--- config.mk ---
export PLATFORM = sky130hd
export DESIGN_NAME = vsm_vsync_meas
export DESIGN_NICKNAME = d
export VERILOG_FILES = /design/src/vsm_field_meas.v /design/src/vsm_vsync_meas.v
export VERILOG_INCLUDE_DIRS = /design/src
export SDC_FILE = /design/constraint.sdc
export NUM_CORES = 1
export LEC_CHECK = 0
export BUFFER_PORTS_ARGS = -buffer_cell sky130_fd_sc_hd__buf_2
export CAP_MARGIN = 20
export CELL_PAD_IN_SITES_DETAIL_PLACEMENT = 0
export CELL_PAD_IN_SITES_GLOBAL_PLACEMENT = 1
export CORE_MARGIN = 3
export CORE_UTILIZATION = 54
export CTS_CLUSTER_SIZE = 25
export DETAILED_ROUTE_END_ITERATION = 10
export GPL_TIMING_DRIVEN = 0
export PLACE_DENSITY = 0.89
export SLEW_MARGIN = 40
export SYNTH_ARGS = -nofsm -noshare
export SYNTH_HDL_FRONTEND = slang
export SYNTH_HIERARCHICAL = 1
export SYNTH_SLANG_ARGS = --single-unit
--- constraint.sdc ---
create_clock -name pclk -period 6.3 [get_ports pclk]
set_clock_uncertainty 0.15 [all_clocks]
set_input_delay 0.63 -clock pclk [delete_from_list [all_inputs] [get_ports pclk]]
set_output_delay 0.63 -clock pclk [all_outputs]
set_load 0.01 [all_outputs]
--- src/vsm_defines.vh ---
// Register indices, field positions, reset values and sizes for vsync measurement
`ifndef VSM_DEFINES_VH
`define VSM_DEFINES_VH

// Register indices; the byte address on APB is four times the index
`define VSM_IDX_VS_POLARITY     10'h005
`define VSM_IDX_F0_ACTIVE_HI    10'h009
`define VSM_IDX_F0_ACTIVE_LO    10'h00A
`define VSM_IDX_F1_ACTIVE_HI    10'h00B
`define VSM_IDX_F1_ACTIVE_LO    10'h00C
`define VSM_IDX_F0_TOTAL_HI     10'h026
`define VSM_IDX_F0_TOTAL_LO     10'h027
`define VSM_IDX_F1_TOTAL_HI     10'h028
`define VSM_IDX_F1_TOTAL_LO     10'h029
`define VSM_IDX_F0_FRONT_HI     10'h02A
`define VSM_IDX_F1_FRONT_HI     10'h02C
`define VSM_IDX_F0_WIDTH_HI     10'h02E
`define VSM_IDX_F1_WIDTH_HI     10'h030
`define VSM_IDX_F0_BACK_HI      10'h032
`define VSM_IDX_F1_BACK_HI      10'h034
`define VSM_IDX_F1_BACK_LO      10'h035
`define VSM_IDX_LOCK_RAW        10'h06A

// Field positions
`define VSM_BIT_VS_POLARITY     4
`define VSM_BIT_INTERLACED      5
`define VSM_BIT_LOCK_RAW        1

// Measurement widths and number of result slots
`define VSM_HALF_W              14
`define VSM_ACTIVE_W            13
`define VSM_PAIRS               10

// Pair slots: first field at even slot, second field at odd slot
`define VSM_SLOT_TOTAL          4'h0
`define VSM_SLOT_FRONT          4'h2
`define VSM_SLOT_WIDTH          4'h4
`define VSM_SLOT_BACK           4'h6
`define VSM_SLOT_ACTIVE         4'h8

// Reset values
`define VSM_RST_MEAS            14'h0000
`define VSM_RST_POLARITY        1'b0
`define VSM_RST_LOCK            1'b0
`define VSM_RST_INTERLACED      1'b0

`endif

--- src/vsm_field_meas.v ---
// One-field vertical timing counter working in half-line units
module vsm_field_meas (
	input  wire        pclk,
	input  wire        presetn,
	input  wire        half_tick,
	input  wire        vs_lead,
	input  wire        vs_trail,
	input  wire        de_rise,
	input  wire        de_fall,
	output reg  [13:0] total,
	output reg  [12:0] active,
	output reg  [13:0] front,
	output reg  [13:0] width,
	output reg  [13:0] back,
	output reg         done
);

	reg        started;
	reg        got_de;
	reg [13:0] hl;
	reg [13:0] width_hl;
	reg [13:0] back_hl;
	reg [13:0] de_end_hl;
	reg [12:0] act_cnt;

	always @(posedge pclk or negedge presetn) begin
		if (!presetn) begin
			total     <= 14'h0000;
			active    <= 13'h0000;
			front     <= 14'h0000;
			width     <= 14'h0000;
			back      <= 14'h0000;
			done      <= 1'b0;
			started   <= 1'b0;
			got_de    <= 1'b0;
			hl        <= 14'h0000;
			width_hl  <= 14'h0000;
			back_hl   <= 14'h0000;
			de_end_hl <= 14'h0000;
			act_cnt   <= 13'h0000;
		end else begin
			done <= 1'b0;
			// Saturate so a lost vsync cannot wrap into a plausible count
			if (half_tick && hl != 14'h3FFF) begin
				hl <= hl + 14'h0001;
			end
			if (vs_trail) begin
				width_hl <= hl;
			end
			if (de_rise) begin
				if (act_cnt != 13'h1FFF) begin
					act_cnt <= act_cnt + 13'h0001;
				end
				if (!got_de) begin
					got_de  <= 1'b1;
					back_hl <= hl - width_hl;
				end
			end
			if (de_fall) begin
				de_end_hl <= hl;
			end
			if (vs_lead) begin
				// The first edge only opens a field; nothing to report yet
				if (started) begin
					total  <= hl;
					front  <= hl - de_end_hl;
					width  <= width_hl;
					back   <= back_hl;
					active <= act_cnt;
					done   <= 1'b1;
				end
				started   <= 1'b1;
				got_de    <= 1'b0;
				hl        <= 14'h0000;
				width_hl  <= 14'h0000;
				back_hl   <= 14'h0000;
				de_end_hl <= 14'h0000;
				act_cnt   <= 13'h0000;
			end
		end
	end

endmodule // vsm_field_meas

--- src/vsm_vsync_meas.v ---
// Vertical sync measurement of the incoming video stream with APB readback
`include "vsm_defines.vh"

module vsm_vsync_meas #(
	parameter LINE_W = 16
) (
	input  wire        pclk,
	input  wire        presetn,
	input  wire [11:0] paddr,
	input  wire        psel,
	input  wire        penable,
	input  wire        pwrite,
	input  wire [31:0] pwdata,
	output reg  [31:0] prdata,
	output reg         pready,
	output reg         pslverr,
	input  wire        vid_vsync,
	input  wire        vid_hsync,
	input  wire        vid_de
);

	// Pin synchronisers; stage 0 feeds stage 1 only
	reg [2:0] vs_sr;
	reg [2:0] hs_sr;
	reg [2:0] de_sr;

	always @(posedge pclk or negedge presetn) begin
		if (!presetn) begin
			vs_sr <= 3'h0;
			hs_sr <= 3'h0;
			de_sr <= 3'h0;
		end else begin
			vs_sr <= {vs_sr[1:0], vid_vsync};
			hs_sr <= {hs_sr[1:0], vid_hsync};
			de_sr <= {de_sr[1:0], vid_de};
		end
	end

	// Sync levels seen during active video are the idle levels
	reg vs_pol;
	reg hs_pol;

	always @(posedge pclk or negedge presetn) begin
		if (!presetn) begin
			vs_pol <= `VSM_RST_POLARITY;
			hs_pol <= `VSM_RST_POLARITY;
		end else if (de_sr[1]) begin
			vs_pol <= ~vs_sr[1];
			hs_pol <= ~hs_sr[1];
		end
	end

	wire vs_lead  = (vs_sr[1] == vs_pol) && (vs_sr[2] != vs_pol);
	wire vs_trail = (vs_sr[1] != vs_pol) && (vs_sr[2] == vs_pol);
	wire hs_lead  = (hs_sr[1] == hs_pol) && (hs_sr[2] != hs_pol);
	wire de_rise  = de_sr[1] && !de_sr[2];
	wire de_fall  = !de_sr[1] && de_sr[2];

	// Line length in clocks; the mid-line point gives the half-line tick
	reg  [LINE_W-1:0] line_cnt;
	reg  [LINE_W-1:0] line_len;
	reg               half_phase;
	wire              mid_tick;
	wire              half_tick;

	assign mid_tick  = !hs_lead && (line_len != {LINE_W{1'b0}}) &&
		(line_cnt == {1'b0, line_len[LINE_W-1:1]});
	assign half_tick = hs_lead | mid_tick;

	always @(posedge pclk or negedge presetn) begin
		if (!presetn) begin
			line_cnt   <= {LINE_W{1'b0}};
			line_len   <= {LINE_W{1'b0}};
			half_phase <= 1'b0;
		end else begin
			if (hs_lead) begin
				line_len   <= line_cnt;
				line_cnt   <= {{(LINE_W-1){1'b0}}, 1'b1};
				half_phase <= 1'b0;
			end else begin
				if (line_cnt != {LINE_W{1'b1}}) begin
					line_cnt <= line_cnt + {{(LINE_W-1){1'b0}}, 1'b1};
				end
				if (mid_tick) begin
					half_phase <= 1'b1;
				end
			end
		end
	end

	// A vsync at mid-line marks the second field of an interlaced frame
	wire next_phase = hs_lead ? 1'b0 : (mid_tick ? 1'b1 : half_phase);
	reg  cur_fid;
	reg  done_fid;

	always @(posedge pclk or negedge presetn) begin
		if (!presetn) begin
			cur_fid  <= 1'b0;
			done_fid <= 1'b0;
		end else if (vs_lead) begin
			done_fid <= cur_fid;
			cur_fid  <= next_phase;
		end
	end

	wire [13:0] m_total;
	wire [12:0] m_active;
	wire [13:0] m_front;
	wire [13:0] m_width;
	wire [13:0] m_back;
	wire        m_done;

	vsm_field_meas u_field (
		.pclk      (pclk),
		.presetn   (presetn),
		.half_tick (half_tick),
		.vs_lead   (vs_lead),
		.vs_trail  (vs_trail),
		.de_rise   (de_rise),
		.de_fall   (de_fall),
		.total     (m_total),
		.active    (m_active),
		.front     (m_front),
		.width     (m_width),
		.back      (m_back),
		.done      (m_done)
	);

	// Lock filter and interlace detection, evaluated once per field
	reg        locked;
	reg        miss_once;
	reg        interlaced;
	reg        last_fid;
	reg        last_ok;
	reg [13:0] prev_total [0:1];
	reg [1:0]  prev_ok;

	always @(posedge pclk or negedge presetn) begin
		if (!presetn) begin
			locked        <= `VSM_RST_LOCK;
			miss_once     <= 1'b0;
			interlaced    <= `VSM_RST_INTERLACED;
			last_fid      <= 1'b0;
			last_ok       <= 1'b0;
			prev_total[0] <= `VSM_RST_MEAS;
			prev_total[1] <= `VSM_RST_MEAS;
			prev_ok       <= 2'b00;
		end else if (m_done) begin
			prev_total[done_fid] <= m_total;
			prev_ok[done_fid]    <= 1'b1;
			last_fid             <= done_fid;
			last_ok              <= 1'b1;
			interlaced <= last_ok && (done_fid != last_fid);
			if (prev_ok[done_fid] && prev_total[done_fid] == m_total) begin
				locked    <= 1'b1;
				miss_once <= 1'b0;
			end else if (miss_once) begin
				locked    <= 1'b0;
				miss_once <= 1'b0;
			end else begin
				miss_once <= 1'b1;
			end
		end
	end

	// Result words; a whole field set lands in one edge
	reg  [13:0] meas [0:`VSM_PAIRS-1];
	wire [3:0]  slot_f = {3'b000, done_fid};
	integer     j;

	always @(posedge pclk or negedge presetn) begin
		if (!presetn) begin
			for (j = 0; j < `VSM_PAIRS; j = j + 1) begin
				meas[j] <= `VSM_RST_MEAS;
			end
		end else if (m_done) begin
			meas[`VSM_SLOT_TOTAL + slot_f]  <= m_total;
			meas[`VSM_SLOT_FRONT + slot_f]  <= m_front;
			meas[`VSM_SLOT_WIDTH + slot_f]  <= m_width;
			meas[`VSM_SLOT_BACK + slot_f]   <= m_back;
			meas[`VSM_SLOT_ACTIVE + slot_f] <= {1'b0, m_active};
		end
	end

	// Address decode for the read path
	wire [9:0] idx = paddr[11:2];
	wire [9:0] rel = idx - `VSM_IDX_F0_TOTAL_HI;
	reg        rd_hit;
	reg        rd_pair;
	reg        rd_hi;
	reg  [3:0] rd_k;
	reg [31:0] rd_data;
	reg  [7:0] hold_q [0:`VSM_PAIRS-1];

	always @* begin
		rd_hit  = 1'b0;
		rd_pair = 1'b0;
		rd_hi   = 1'b0;
		rd_k    = 4'h0;
		rd_data = 32'h00000000;
		if (idx >= `VSM_IDX_F0_TOTAL_HI && idx <= `VSM_IDX_F1_BACK_LO) begin
			rd_pair = 1'b1;
			rd_k    = rel[4:1];
			rd_hi   = ~idx[0];
		end else if (idx == `VSM_IDX_F0_ACTIVE_HI ||
			idx == `VSM_IDX_F0_ACTIVE_LO) begin
			rd_pair = 1'b1;
			rd_k    = `VSM_SLOT_ACTIVE;
			rd_hi   = (idx == `VSM_IDX_F0_ACTIVE_HI);
		end else if (idx == `VSM_IDX_F1_ACTIVE_HI ||
			idx == `VSM_IDX_F1_ACTIVE_LO) begin
			rd_pair = 1'b1;
			rd_k    = `VSM_SLOT_ACTIVE + 4'h1;
			rd_hi   = (idx == `VSM_IDX_F1_ACTIVE_HI);
		end
		if (rd_pair) begin
			rd_hit = 1'b1;
			if (rd_hi) begin
				rd_data[5:0] = meas[rd_k][13:8];
			end else begin
				rd_data[7:0] = hold_q[rd_k];
			end
			if (idx == `VSM_IDX_F1_ACTIVE_HI) begin
				// Unlocked filter cannot vouch for the field sequence
				rd_data[`VSM_BIT_INTERLACED] = interlaced & locked;
			end
		end else if (idx == `VSM_IDX_VS_POLARITY) begin
			rd_hit = 1'b1;
			rd_data[`VSM_BIT_VS_POLARITY] = vs_pol;
		end else if (idx == `VSM_IDX_LOCK_RAW) begin
			rd_hit = 1'b1;
			rd_data[`VSM_BIT_LOCK_RAW] = locked;
		end
	end

	// Reading the upper byte freezes its lower byte for the next read
	wire       apb_access = psel && penable && !pready;
	wire       hi_read    = apb_access && !pwrite && rd_pair && rd_hi;

	genvar g;
	generate
		for (g = 0; g < `VSM_PAIRS; g = g + 1) begin : g_hold
			always @(posedge pclk or negedge presetn) begin
				if (!presetn) begin
					hold_q[g] <= 8'h00;
				end else if (hi_read && rd_k == g) begin
					hold_q[g] <= meas[g][7:0];
				end
			end
		end
	endgenerate

	// APB slave: one wait state, every register read-only
	always @(posedge pclk or negedge presetn) begin
		if (!presetn) begin
			prdata  <= 32'h00000000;
			pready  <= 1'b0;
			pslverr <= 1'b0;
		end else if (apb_access) begin
			pready  <= 1'b1;
			pslverr <= pwrite || !rd_hit;
			prdata  <= (pwrite || !rd_hit) ? 32'h00000000 : rd_data;
		end else begin
			pready  <= 1'b0;
			pslverr <= 1'b0;
			prdata  <= 32'h00000000;
		end
	end

	// Write data is ignored: the map holds no writable bit
	wire unused_wdata = ^pwdata;

endmodule // vsm_vsync_meas

Word level (Yosys, flattened, before mapping)
Index checks and enable logic that the tools add are counted.
Storage, ports and cells
  register bits: 476
  input bits: 52
  logic and storage cells: 259
Cells by class
  $add $sub $neg: 10
  order comparisons: 17
  equality and inequality tests: 28
  muxes and demuxes: 82
  bitwise gates (word level): 13
  reductions and logical operators: 55
Operators with widths (count)
  bitwise mux 140 bit: 5
  demux 14 bit (select 4 bit): 5
  2-to-1 mux 14 bit: 20
  binary-select mux 14 bit (select 4 bit): 1
  equality test 10 x 4 -> 1 bit (second input constant): 4
  2-to-1 mux 13 bit: 3
  logical AND 1 bit: 33
  binary-select mux 8 bit (select 4 bit): 1
  2-to-1 mux 16 bit: 2
  2-to-1 mux 32 bit: 1
  2-to-1 mux 1 bit: 31
  greater-or-equal comparator 5 bit (second input constant): 6
  bitwise mux 28 bit: 1
  subtractor 14 bit: 2
  less-than comparator 5 x 1 -> 1 bit (second input constant): 5
  2-to-1 mux 8 bit: 3
  NOT 4 -> 5 bit: 4
  adder 16 x 1 -> 16 bit (second input constant): 1
  equality test 16 x 15 -> 1 bit: 1
  equality test 4 x 3 -> 1 bit (second input constant): 4
  != test 16 bit (second input constant): 1
  nonzero test 16 bit: 1
  adder 14 x 1 -> 14 bit (second input constant): 1
  demux 14 bit (select 1 bit): 1
  other kinds (39): 68

Logic depth before layout (Yosys ltp)
Gate-level depths: netlist of the first run.
  word-level depth: 14
  mapped depth: 12

Modules after synthesis
Netlist of the first run, hierarchy kept.
By module, submodules not included
  vsm_vsync_meas: instances 1, cells an instance 1013, area an instance 12857.3 um^2, seq. area each 7031.7 um^2
  vsm_field_meas: instances 1, cells an instance 638, area an instance 6815.3 um^2, seq. area each 3528.4 um^2

Least setup slack after synthesis of the first run
No wires, ideal clock.
  kind: input-to-reg
  start point: input paddr[11]
  end point: register hold_q[48] in the netlist's numbering
  library setup time: 0.128 ns
  arrival time: 2.887 ns
  data required time: 6.022 ns
  slack: 3.135 ns
  cell stages on the path: 9
  buffers on the path: 1
  path through: or3b_1 > or3_4 > or3_1 > buf_6 > o21a_2 > nor3_4 > nand2_4 > nor2_8 > mux2_1
On the way
  cells in the longest elaborated chain, start to end: 8
  elaborated cells on any way between the ends: 22
Ends and longest elaborated chain
  start, declared: line vsm_vsync_meas.v:9  | input wire [11:0] paddr,
  branches (longest 7 deep; another with greater-or-equal comparator 10 x 6 -> 1 bit)
  logical AND 1 bit (*): line vsm_vsync_meas.v:246  | end else if (hi_read && rd_k == g) begin
  end signal, assigned by index: line vsm_vsync_meas.v:247  | hold_q[g] <= meas[g][7:0];
  end, declared: line vsm_vsync_meas.v:193  | reg [7:0] hold_q [0:`VSM_PAIRS-1];
Mark *: on every way between the ends.
A chain may end at the register's enable or synchronous reset.

Worst setup path after layout of the first run
  start point: input paddr[4]
  end point: register prdata[0]
On the way
  cells in the longest elaborated chain, start to end: 13
  elaborated cells on any way between the ends: 37
Ends and longest elaborated chain
  branches (longest 11 deep; another with greater-or-equal comparator 10 x 6 -> 1 bit)
  2-to-1 mux 8 bit (*): line vsm_vsync_meas.v:262  | prdata <= (pwrite || !rd_hit) ? 32'h00000000 : rd_data;
  2-to-1 mux 32 bit (*): line vsm_vsync_meas.v:259  | end else if (apb_access) begin
  end signal, assigned: line vsm_vsync_meas.v:262
  end, declared: line vsm_vsync_meas.v:14  | output reg [31:0] prdata,
Mark *: on every way between the ends. The select of a mux whose other input is x is not followed.

==> results of run 1 <==
[placed cells by master, fill, tap and decap left out, types with 25 or more instances in the layout]
cell	count
clkbuf_16	44
inv_1	41
buf_2	40
o21ai_0	52
mux2_2	234
nand2_1	132
buf_4	25
clkbuf_1	55
ha_1	30
o22ai_1	28
xnor2_1	43
mux2i_1	53
dfrtp_1	422
a21oi_1	46
xor2_1	47
mux2_1	32
nor2_1	106
nand3_1	27
[where the power goes]
part	switching (mW)	internal, mW
Clock	1.08	1.67
Sequential	0.297	3.05
Combinational	0.640	0.560
[cell usage after synthesis (all sizes together) (3+ instances only)]
library cell | count | area, sq um
dfrtp | 422 | 10600
mux2 | 266 | 3000
nand2 | 137 | 542
nor2 | 111 | 489
o21ai | 63 | 330
clkbuf | 55 | 206
mux2i | 53 | 531
buf | 48 | 324
xor2 | 47 | 412
a21oi | 46 | 230
xnor2 | 43 | 377
inv | 42 | 158
ha | 30 | 375
o22ai | 30 | 200
nor3 | 29 | 195
nand3 | 28 | 153
o221ai | 15 | 131
nand4 | 13 | 81.3
a21o | 12 | 90.1
nor2b | 12 | 75.1
nand2b | 11 | 68.8
nor4 | 11 | 68.8
and4 | 9 | 82.6
o31ai | 9 | 81.3
o21a | 8 | 61.3
a31oi | 7 | 50.1
and2 | 7 | 43.8
a221oi | 6 | 52.6
a22oi | 6 | 50.1
nand3b | 6 | 45.0
a211oi | 5 | 42.5
o211ai | 5 | 37.5
a31o | 4 | 35.0
nor3b | 4 | 35.0
o22a | 4 | 35.0
or3 | 4 | 30.0
a21boi | 3 | 26.3
a311oi | 3 | 32.5
and3 | 3 | 18.8
o2111ai | 3 | 26.3
o21bai | 3 | 22.5
or2 | 3 | 18.8
or4 | 3 | 22.5
[worst max-delay path by stage]
stage / depth (start not counted) / slack, ns / endpoint / from
floorplan: 9 / 3.14 / hold_q[48]$_DFFE_PN0P_ / paddr[11]
global placement: 1 / -3.58 / u_field/de_end_hl[3]$_DFFE_PN0P_ / presetn
detailed placement: 12 / 2.10 / prdata[0]$_DFF_PN0_ / paddr[4]
CTS: 12 / 2.70 / prdata[0]$_DFF_PN0_ / paddr[4]
global route: 12 / 2.43 / prdata[0]$_DFF_PN0_ / paddr[4]
finish: 12 / 2.55 / prdata[0]$_DFF_PN0_ / paddr[4]
[registers in the layout (all words and copies together), names as in the netlist, 16 cells and up]
name	flops
hold_q	80
line_cnt	16
line_len	16
meas	110
prev_total	28
[metal layers]
layer  GRT usage [%]  share of wire [%]  up-vias
met3            3.37                4.2      104
met4            10.6                3.9        0
met2            42.7                 48      335
met1            35.4                 44     6797
li1                -                  -     6046
met5               0                  0        -
[area by class of cell]
class	instances	area [sq um]
clock inverters	20	255
inverters	42	158
multi-input cells	1107	8520
flip-flops and latches	422	10600
fillers	2868	13500
clock buffers	60	1310
well taps	461	577
repair buffers	37	353
plain buffers	103	534
[through the flow]
| stage | setup TNS, ns | power, mW |
|---|---|---|
| after floorplan | 0 | 4.14 |
| after global placement | -1496.05 | 4.52 |
| after detailed placement | 0 | 4.59 |
| after CTS | 0 | 7.35 |
| after global routing | 0 | 7.64 |
| final | 0 | 7.30 |
[kinds of logic after synthesis]
logic type / Yosys count / share of synthesized area, %
buf+inv: 145 / 3.50
other cells: 1 / 0.0191
fa+ha+maj: 32 / 2.11
xor+xnor: 90 / 4.01
compound gates: 244 / 8.42
mux: 319 / 17.9
flops: 422 / 53.7
simple gates: 398 / 10.3
[timing repair]
item	CTS	global route
hold endpoints to repair	30	0
hold buffers	4	0
gates resized for setup	0	0
[worst reg2reg max path, stage by stage (launching register included)]
cell	delay, ns
dfrtp_1	0.36
clkbuf_1	0.19
xor2_1	0.20
nor4_1	0.31
nand2_1	0.09
or4_1	0.55
nand2_1	0.17
nand3_1	0.12
nor3_1	0.28
a21boi_1	0.31
nand4_1	0.16
xor2_1	0.20
nor2_1	0.05
==> qor.yml, run 1 <==
outcome:
  status: "completed"
clocking:
  worstSkewPairLatency_ns: 0.57
  cts_tree: "yes"
  cts_root_buf: "clkbuf_16"
  clk_pin_slew_ns: 0.06
  h-tree-depth: 2
  cts_sinks: 422
  clockBufferDepth: 3
  cts_setup_buffers: 0
  numCtsBuffers: 44
setup_path:
  cp_top_family: "compound AO/OA/AOI/OAI gates"
  rrSetupSlack_ns: 3.00
  cp-end-kind: "flop"
  worstSetupStartpointType: "input pin"
  crit_type: "input pin to flop"
  regToRegStartpoint: "line_cnt[7]$_DFFE_PN0P_"
  cpPeakStageDelay_ns: 0.53
  path_cells: "buf_2 -> buf_2 -> a21o_1 -> nor3_1 -> nor3_2 -> o22ai_2 -> buf_2 -> clkbuf_1 -> o221ai_1 -> o22ai_1 -> nand3_1 -> o21ai_0"
  path_max_fanout: 10
  path_buf_inv: 4
  cpMaxStageDelayCell: "clkbuf_1"
  reg2reg_to: "u_field/hl[13]$_DFFE_PN0P_"
  crit_required_ns: 6.58
  worstPathArrival_ns: 4.03
  ff2ff_path_depth: 12
  crit_top_cell: "buf_2"
placed_design:
  routabilityCongestion: 0.928
  io_buffers: 26
  placed_cell_area_sq_mm: 0.0206
  dp_cells: 2167
  dp_hpwl_mm: 35.5
  dp_slack_ns: 2.10
power_and_ir_drop:
  ir_drop_mv: 0.232
  power.density_mw_per_mm2: 328
  p_leak_nw: 10.9
min_path:
  min_from: "de_sr[0]$_DFF_PN0_"
  min_to: "de_sr[1]$_DFF_PN0_"
  hold_depth: 0
  hold_path.class: "flop to flop"
floorplan:
  die_area_sq_mm: 0.0388
  die_w_microns: 197
  rows: 69
  die_h_microns: 197
  start_util_pct: 55.0
  coreArea_sq_mm: 0.0357
  ios: 86
yosys:
  synth-warning-count: 6
  ys.flop_type: "dfrtp_1"
  syn_area_sq_mm: 0.0197
  synth_area_per_cell_sq_um: 11.9
  synth_cells: 1651
  ys_async_sr_fraction_pct: 100
  synth.ff_latch_count: 422
  synth-edff-count: 0
  synth-seq-area-share_pct: 53.7
  synth.distinct_cells: 91
routing:
  vias_per_cell: 5.90
  first_iter_violations: 898
  vias: 13300
  drc: 0
  routedWlPerCell_microns: 21.8
  dr.pass1.iters: 5
  ant_nets: 0
  totalWireLength_mm: 49.2
layout:
  layoutNonFillerInstCount: 2252
  nets: 1841
  fin_area_sq_mm: 0.0223
  syn2layout_area_growth_pct: 13.2
  antenna_cells: 0
  drive_above_1_share_pct: 24.1
  final_util_pct: 62.3
timing:
  period_needed_ns: 3.75
  rsz0062_at_grt: "no"
  final.setup.worst_slack_ns: 2.55
  max_freq_ghz: 0.267
  max_slew_margin_pct: 43.0
  hold_slack_ns: 0.195
  post-route-period-util_pct: 59.5
  setup_viol: 0
  hold_viol_final: 0
  drv_slew: 0
  max_slew.worst_pin.slew_ns: 0.856
global_routing:
  antenna_found_initial: 0
  grt_first_pass_wirelength_mm: 78.6
  grt-ovfl-total: 0
  grt_pass1_vias: 13700
  grt_usage_pct: 26.0
  grt_max_degree: 79
run:
  cap_viol_max_count: 0
No activity file was read; power rests on OpenSTA's default activity.
==> run 2, diff against run 1 <==
--- a/config.mk
+++ b/config.mk
@@ -11,11 +11,11 @@
 export CELL_PAD_IN_SITES_DETAIL_PLACEMENT = 0
 export CELL_PAD_IN_SITES_GLOBAL_PLACEMENT = 1
 export CORE_MARGIN = 3
-export CORE_UTILIZATION = 54
+export CORE_UTILIZATION = 46
 export CTS_CLUSTER_SIZE = 25
 export DETAILED_ROUTE_END_ITERATION = 10
 export GPL_TIMING_DRIVEN = 0
-export PLACE_DENSITY = 0.89
+export PLACE_DENSITY = 0.81
 export SLEW_MARGIN = 40
 export SYNTH_ARGS = -nofsm -noshare
 export SYNTH_HDL_FRONTEND = slang
==> constraint.sdc (replaced) <==
create_clock -name pclk -period 3.2 [get_ports pclk]
set_clock_uncertainty 0.15 [all_clocks]
set_input_delay 0.32 -clock pclk [delete_from_list [all_inputs] [get_ports pclk]]
set_output_delay 0.32 -clock pclk [all_outputs]
set_load 0.01 [all_outputs]
==> run 2 against run 1 <==
Effect of this change:
- die area rose by 17%
- combinational power rose by 96%
- largest cell class unchanged
- critical path type unchanged
- largest power group unchanged
- via count fell by 1.1%
==> qor.yml, run 2 (synthesis gave the netlist of run 1 again) <==
global_routing:
  grt_usage_pct: 22.1  # -3.9 points
  grt-ovfl-total: 0  # unchanged
  antenna_found_initial: 1  # +1
  grt_first_pass_wirelength_mm: 77.1  # -1.9%
  grt_pass1_vias: 13400  # -2.1%
  grt_max_degree: 70  # -11%
clocking:
  clockBufferDepth: 3  # unchanged
  cts_tree: "yes"
  h-tree-depth: 2  # unchanged
  cts_sinks: 422  # unchanged
  numCtsBuffers: 46  # +4.5%
  clk_pin_slew_ns: 0.06  # about the same
  cts_root_buf: "clkbuf_16"
  worstSkewPairLatency_ns: 0.58  # about the same
setup_path:
  cpPeakStageDelay_ns: 0.44  # -0.09 ns
  crit_required_ns: 3.52  # -3.06 ns
  path_cells: "buf_2 -> or3b_1 -> or3_4 -> or3_1 -> buf_6 -> o21ai_4 -> buf_2 -> o22ai_1 -> nor3_1 -> nor2_1 -> o2bb2ai_1"
  crit_type: "input pin to flop"
  regToRegStartpoint: "line_cnt[7]$_DFFE_PN0P_"
  cpMaxStageDelayCell: "o21ai_4"
  ff2ff_path_depth: 12  # unchanged
  path_max_fanout: 10  # unchanged
  worstPathArrival_ns: 3.37  # -0.66 ns
  critPathLaunch: "paddr[11]"
  cp-end-kind: "flop"
  rrSetupSlack_ns: 0.19  # -2.81 ns
  worstSetupStartpointType: "input pin"
  crit_top_cell: "buf_2"
power_and_ir_drop:
  ir_drop_mv: 0.387  # +67%
  power.density_mw_per_mm2: 638  # +95%
  p_leak_nw: 10.9  # +0.25%
  finalPower_mw: 14.3  # +96%
timing:
  max_slew.worst_pin.slew_ns: 0.845  # -0.0107 ns
  hold_viol_final: 0  # unchanged
  period_needed_ns: 3.05
  max_slew_margin_pct: 43.7  # +0.72 points
  post-route-period-util_pct: 95.4
  max_freq_ghz: 0.328
  drv_slew: 0  # unchanged
  setup_viol: 0  # unchanged
min_path:
  hold_depth: 4  # +4
  min_from: "paddr[9]"
  hold_path.class: "input pin to flop"
layout:
  syn2layout_area_growth_pct: 13.9
  nets: 1849  # +0.43%
  final_cell_mix: "dfrtp_1 (422), mux2_2 (234), nand2_1 (132)"
  largest_reg_flops: 110  # unchanged
  drive_above_1_share_pct: 24.1  # about the same
  fin_area_sq_mm: 0.0224  # +0.66%
  layoutNonFillerInstCount: 2342  # +4.0%
  regArea_sq_mm: 0.0106  # unchanged
  final_common_cell: "dfrtp_1"
  top_register: "meas"
  fillers: 3617  # +26%
  largestRegisters: "meas: 110 flops, hold_q: 80 flops, prev_total: 28 flops"
  multiInputGateArea_sq_mm: 0.00853  # +0.21%
routing:
  first_iter_violations: 828  # -7.8%
  vias_per_cell: 5.61  # -4.9%
  totalWireLength_mm: 48.9  # -0.59%
  ant_nets: 0  # unchanged
  dr.pass1.iters: 5  # unchanged
  vias: 13100  # -1.1%
  routedWlPerCell_microns: 20.9  # -4.4%
  drc: 0  # unchanged
placed_design:
  routabilityCongestion: 0.845  # -9.0%
  placed_cell_area_sq_mm: 0.0207  # +0.47%
  io_buffers: 26  # unchanged
  dp_hpwl_mm: 35.4  # -0.35%
  dp_cells: 2245  # +3.6%
outcome:
  status: "completed"
run:
  cap_viol_max_count: 0  # unchanged
floorplan:
  die_h_microns: 213  # +8.1%
  rows: 75  # +8.7%
  die_area_sq_mm: 0.0453  # +17%
  start_util_pct: 46.7  # -8.4 points
  die_w_microns: 213  # +8.1%
  ios: 86  # unchanged
  coreArea_sq_mm: 0.0421  # +18%
run 2: repair_timing:
| action | CTS | global route |
|---|---|---|
| setup buffers | 0 | 5 |
| hold endpoints to repair | 235 | 0 |
| gates resized for setup | 3 | 8 |
| hold buffers | 7 | 0 |
| pin swaps | 0 | 2 |
| endpoints found under the setup margin | 69 | 15 |
run 2: where the power goes:
| part | internal (mW) | switching [mW] |
|---|---|---|
| combinational | 1.11 | 1.24 |
| sequential | 6.01 | 0.598 |
| clock | 3.15 | 2.18 |
run 2: path summary, 6_finish.rpt:
| kind | end |
|---|---|
| max in group asynchronous | meas[20]$_DFFE_PN0P_ |
| worst min-delay path | prdata[1]$_DFF_PN0_ |
| worst max register to register | u_field/hl[13]$_DFFE_PN0P_ |
| min in group asynchronous | hold_q[61]$_DFFE_PN0P_ |
| worst min register to register | hs_sr[1]$_DFF_PN0_ |
| worst max-delay path | prdata[2]$_DFF_PN0_ |
run 2: metrics by stage:
step / setup WS (ns) / TNS, ns / util [%] / hold slack, ns
2_1_floorplan: 0.345 / 0 / - / -0.126
3_3_place_gp: -6.51 / -2737.87 / 48.8 / 0.186
3_5_place_dp: -0.651 / -11.84 / 49.2 / 0.144
4_1_cts: 0.00948 / 0 / 53.0 / 0.0568
6_report: 0.147 / 0 / 53.2 / 0.0732
5_1_grt: -0.0227 / -0.0227 / 53.2 / 0.121
run 2: worst max-delay path: cells and delay by family:
family | cells | cell delay (ns)
AOI/OAI and AO/OA | 3 | 0.87
and+or+nand+nor | 5 | 1.57
buffers and inverters | 3 | 0.61
run 2: area by class of cell:
cell class	count	area share [%]
Antenna cell	1	0.0112
Sequential cell	422	47.1
Clock inverter	18	0.877
Clock buffer	67	5.94
Inverter	42	0.703
Tap cell	539	3.01
Timing Repair Buffer	44	1.84
Buffer	102	2.42
Multi-Input combinational cell	1107	38.1
run 2: metal layers:
| layer | global-route usage [%] | part of all wire (%) | vias up |
|---|---|---|---|
| met5 | 0 | 0 | - |
| met4 | 6.97 | 2.9 | 0 |
| met3 | 4.29 | 5.3 | 81 |
| met2 | 36.7 | 48 | 309 |
| met1 | 29.5 | 44 | 6669 |
| li1 | - | - | 6071 |
==> run 3, diff against run 2 <==
--- a/config.mk
+++ b/config.mk
@@ -8,10 +8,11 @@
 export LEC_CHECK = 0
 export BUFFER_PORTS_ARGS = -buffer_cell sky130_fd_sc_hd__buf_2
 export CAP_MARGIN = 20
-export CELL_PAD_IN_SITES_DETAIL_PLACEMENT = 0
+export CELL_PAD_IN_SITES_DETAIL_PLACEMENT = 1
 export CELL_PAD_IN_SITES_GLOBAL_PLACEMENT = 1
 export CORE_MARGIN = 3
 export CORE_UTILIZATION = 46
+export CTS_CLUSTER_DIAMETER = 120
 export CTS_CLUSTER_SIZE = 25
 export DETAILED_ROUTE_END_ITERATION = 10
 export GPL_TIMING_DRIVEN = 0
==> run 3 against run 2 <==
Effect of this change:
- the flow now finishes with violations (negative setup slack)
- cell count shrank 3.0%
- clock-buffer cell count fell by 46
- non-clock buffer count decreased by 7
- utilization shrank 2.5 points
- critical path type unchanged
==> qor.yml, run 3 (synthesis gave the netlist of run 1 again) <==
placed_design:
  dp_hpwl_mm: 39.7  # +12%
  io_buffers: 26  # unchanged
  dp_slack_ns: -0.731  # -0.0804 ns
  dp_cells: 2245  # unchanged
  placed_cell_area_sq_mm: 0.0207  # unchanged
  routabilityCongestion: 0.845  # unchanged
timing:
  max_slew_margin_pct: 44.7  # +1.1 points
  drv_slew: 0  # unchanged
  rsz0062_at_grt: "yes"
  post-route-period-util_pct: 101  # +5.5 points
  hold_slack_ns: 0.0423  # -0.0309 ns
  max_slew.worst_pin.slew_ns: 0.829  # -0.0160 ns
  final.setup.worst_slack_ns: -0.0273  # -0.175 ns
  hold_viol_final: 0  # unchanged
  period_needed_ns: 3.23  # +0.175 ns
  max_freq_ghz: 0.310  # -5.4%
  finalSetupTns_ns: -0.0273  # -0.0273 ns
  setup_viol: 1  # +1
layout:
  largestRegisters: "meas: 110 flops, hold_q: 80 flops, prev_total: 28 flops"
  fin_area_sq_mm: 0.0214  # -4.7%
  final_cell_mix: "dfrtp_1 (422), mux2_2 (234), nand2_1 (132)"
  nets: 1816  # -1.8%
  layoutNonFillerInstCount: 2271  # -3.0%
  fillers: 4385  # +21%
  antenna_cells: 0  # -1
  syn2layout_area_growth_pct: 8.56
  drive_above_1_share_pct: 22.0  # -2.1 points
  regArea_sq_mm: 0.0106  # unchanged
  multiInputGateArea_sq_mm: 0.00854  # about the same
  top_register: "meas"
  final_common_cell: "dfrtp_1"
  largest_reg_flops: 110  # unchanged
setup_path:
  cpPeakStageDelay_ns: 0.54  # +0.10 ns
  cp_top_family: "compound AO/OA/AOI/OAI gates"
  worstSetupStartpointType: "input pin"
  path_cells: "buf_2 -> or3b_1 -> or3_4 -> or3_1 -> buf_6 -> buf_6 -> o31ai_4 -> a22oi_1 -> o21ai_0 -> nor2_1 -> o21ai_0"
  path_max_fanout: 10  # unchanged
  worstPathArrival_ns: 3.47  # +0.10 ns
  crit_type: "input pin to flop"
  path_buf_inv: 3  # unchanged
  cpMaxStageDelayCell: "o31ai_4"
  crit_required_ns: 3.44  # -0.08 ns
  cp-end-kind: "flop"
clocking:
  worstSkewPairLatency_ns: 0.53  # -0.05 ns
  cts_root_buf: "clkbuf_16"
  clk_pin_slew_ns: 0.10  # +0.04 ns
  clockBufferDepth: 3  # unchanged
  cts_sinks: 422  # unchanged
  numCtsBuffers: 20  # -57%
  cts_setup_buffers: 0  # unchanged
  h-tree-depth: 1  # -1
  cts_tree: "yes"
power_and_ir_drop:
  power_frac_clock_pct: 23.6  # -14 points
  seqPwrFrac_pct: 55.7  # +9.4 points
  p_sw_share_pct: 30.3  # +2.2 points
  netSwitchingPower_mw: 3.61  # -10%
  pwr-share-comb_pct: 20.7  # +4.3 points
  power.density_mw_per_mm2: 557  # -13%
  p_leak_nw: 10.4  # -4.8%
  internal_power_mw: 8.29  # -19%
  ir_drop_mv: 0.396  # +2.3%
global_routing:
  grt_pass1_vias: 14400  # +7.2%
  antenna_found_initial: 0  # -1
  grt_usage_pct: 23.9  # +1.8 points
  grt_first_pass_wirelength_mm: 83.7  # +8.6%
  grt_max_degree: 70  # unchanged
  grt-ovfl-total: 0  # unchanged
outcome:
  status: "finished with violations"
  failed_checks: "negative setup slack"
routing:
  drc: 0  # unchanged
  dr.pass1.iters: 5  # unchanged
  routedWlPerCell_microns: 23.6  # +13%
  vias: 13200  # +0.63%
  first_iter_violations: 796  # -3.9%
  vias_per_cell: 5.82  # +3.8%
  ant_nets: 0  # unchanged
  totalWireLength_mm: 53.6  # +9.6%
run:
  cap_viol_max_count: 0  # unchanged
floorplan:
  coreArea_sq_mm: 0.0421  # unchanged
  start_util_pct: 46.7  # unchanged
  rows: 75  # unchanged
  ios: 86  # unchanged
  die_area_sq_mm: 0.0453  # unchanged
  die_h_microns: 213  # unchanged
  die_w_microns: 213  # unchanged
min_path:
  hold_path.class: "input pin to flop"
==> run 3: changes by cell type in the layout (fill, tap and decap cells not counted), sizes merged <==
| cell | previous run | this run |
|---|---|---|
| buf | 84 | 79 |
| dlygate4sd3 | 7 | 5 |
| inv | 45 | 42 |
| clkinv | 10 | 1 |
| diode | 1 | 0 |
| bufinv | 3 | 0 |
| clkinvlp | 2 | 0 |
| clkbuf | 121 | 75 |
==> run 3: final timing paths <==
check	from	to	slack, ns	depth (start not counted)
min in group asynchronous	presetn	hold_q[61]$_DFFE_PN0P_	0.16	2
max in group asynchronous	presetn	meas[15]$_DFFE_PN0P_	1.38	5
min reg2reg	hs_sr[0]$_DFF_PN0_	hs_sr[1]$_DFF_PN0_	0.21	0
max reg2reg	line_cnt[3]$_DFFE_PN0P_	u_field/hl[13]$_DFFE_PN0P_	0.11	12
min	penable	pready$_DFF_PN0_	0.04	3
max	paddr[11]	prdata[0]$_DFF_PN0_	-0.03	11
==> run 3: through the flow <==
stage / total power, mW / utilization (%)
after floorplan: 8.15 / -
after global placement: 8.91 / 48.8
after detailed placement: 9.15 / 49.2
after CTS: 12.0 / 50.6
after global routing: 12.5 / 50.7
final: 11.9 / 50.7
==> run 3: worst reg2reg max path: stages (launching register included) <==
cell and delay, ns:
dfrtp_1 0.37, clkbuf_1 0.19, xor2_1 0.21, nor4_1 0.26, nand2_1 0.10, or4_1 0.57
nand2_1 0.16, nand3_1 0.14, nor3_2 0.20, a21boi_4 0.24, nand4_1 0.13, xor2_1 0.18
nor2_1 0.05
==> run 3: power by group through the flow <==
stage               sequential (mW)  combinational [mW]  clock [mW]
finish                         6.63                2.46        2.81
detailed placement             6.71                2.43           0
global route                   6.72                2.69        3.11
floorplan                      6.41                1.74           0
global placement               6.64                2.27           0
CTS                            6.62                2.47        2.90
==> run 3: cell type report <==
type,count,area share [%]
Clock buffer,21,2.46
Tap cell,539,3.16
Sequential cell,422,49.4
Multi-Input combinational cell,1107,40.0
Inverter,42,0.738
Buffer,102,2.54
Timing Repair Buffer,37,1.66
Clock inverter,1,0.0234
==> run 3: what timing repair did <==
item                       4_1_cts  5_1_grt
setup endpoints to repair       72       19
hold endpoints to repair        89        0
hold buffers                     5        0
gates resized for setup          4        8
==> run 3: per-layer routing <==
layer / vias up / GRT usage (%) / part of all wire [%]
met5: - / 0 / 0
met1: 6891 / 31.0 / 43
met4: 0 / 9.73 / 4.3
met2: 283 / 40.8 / 49
li1: 5931 / - / -
met3: 108 / 3.03 / 3.7
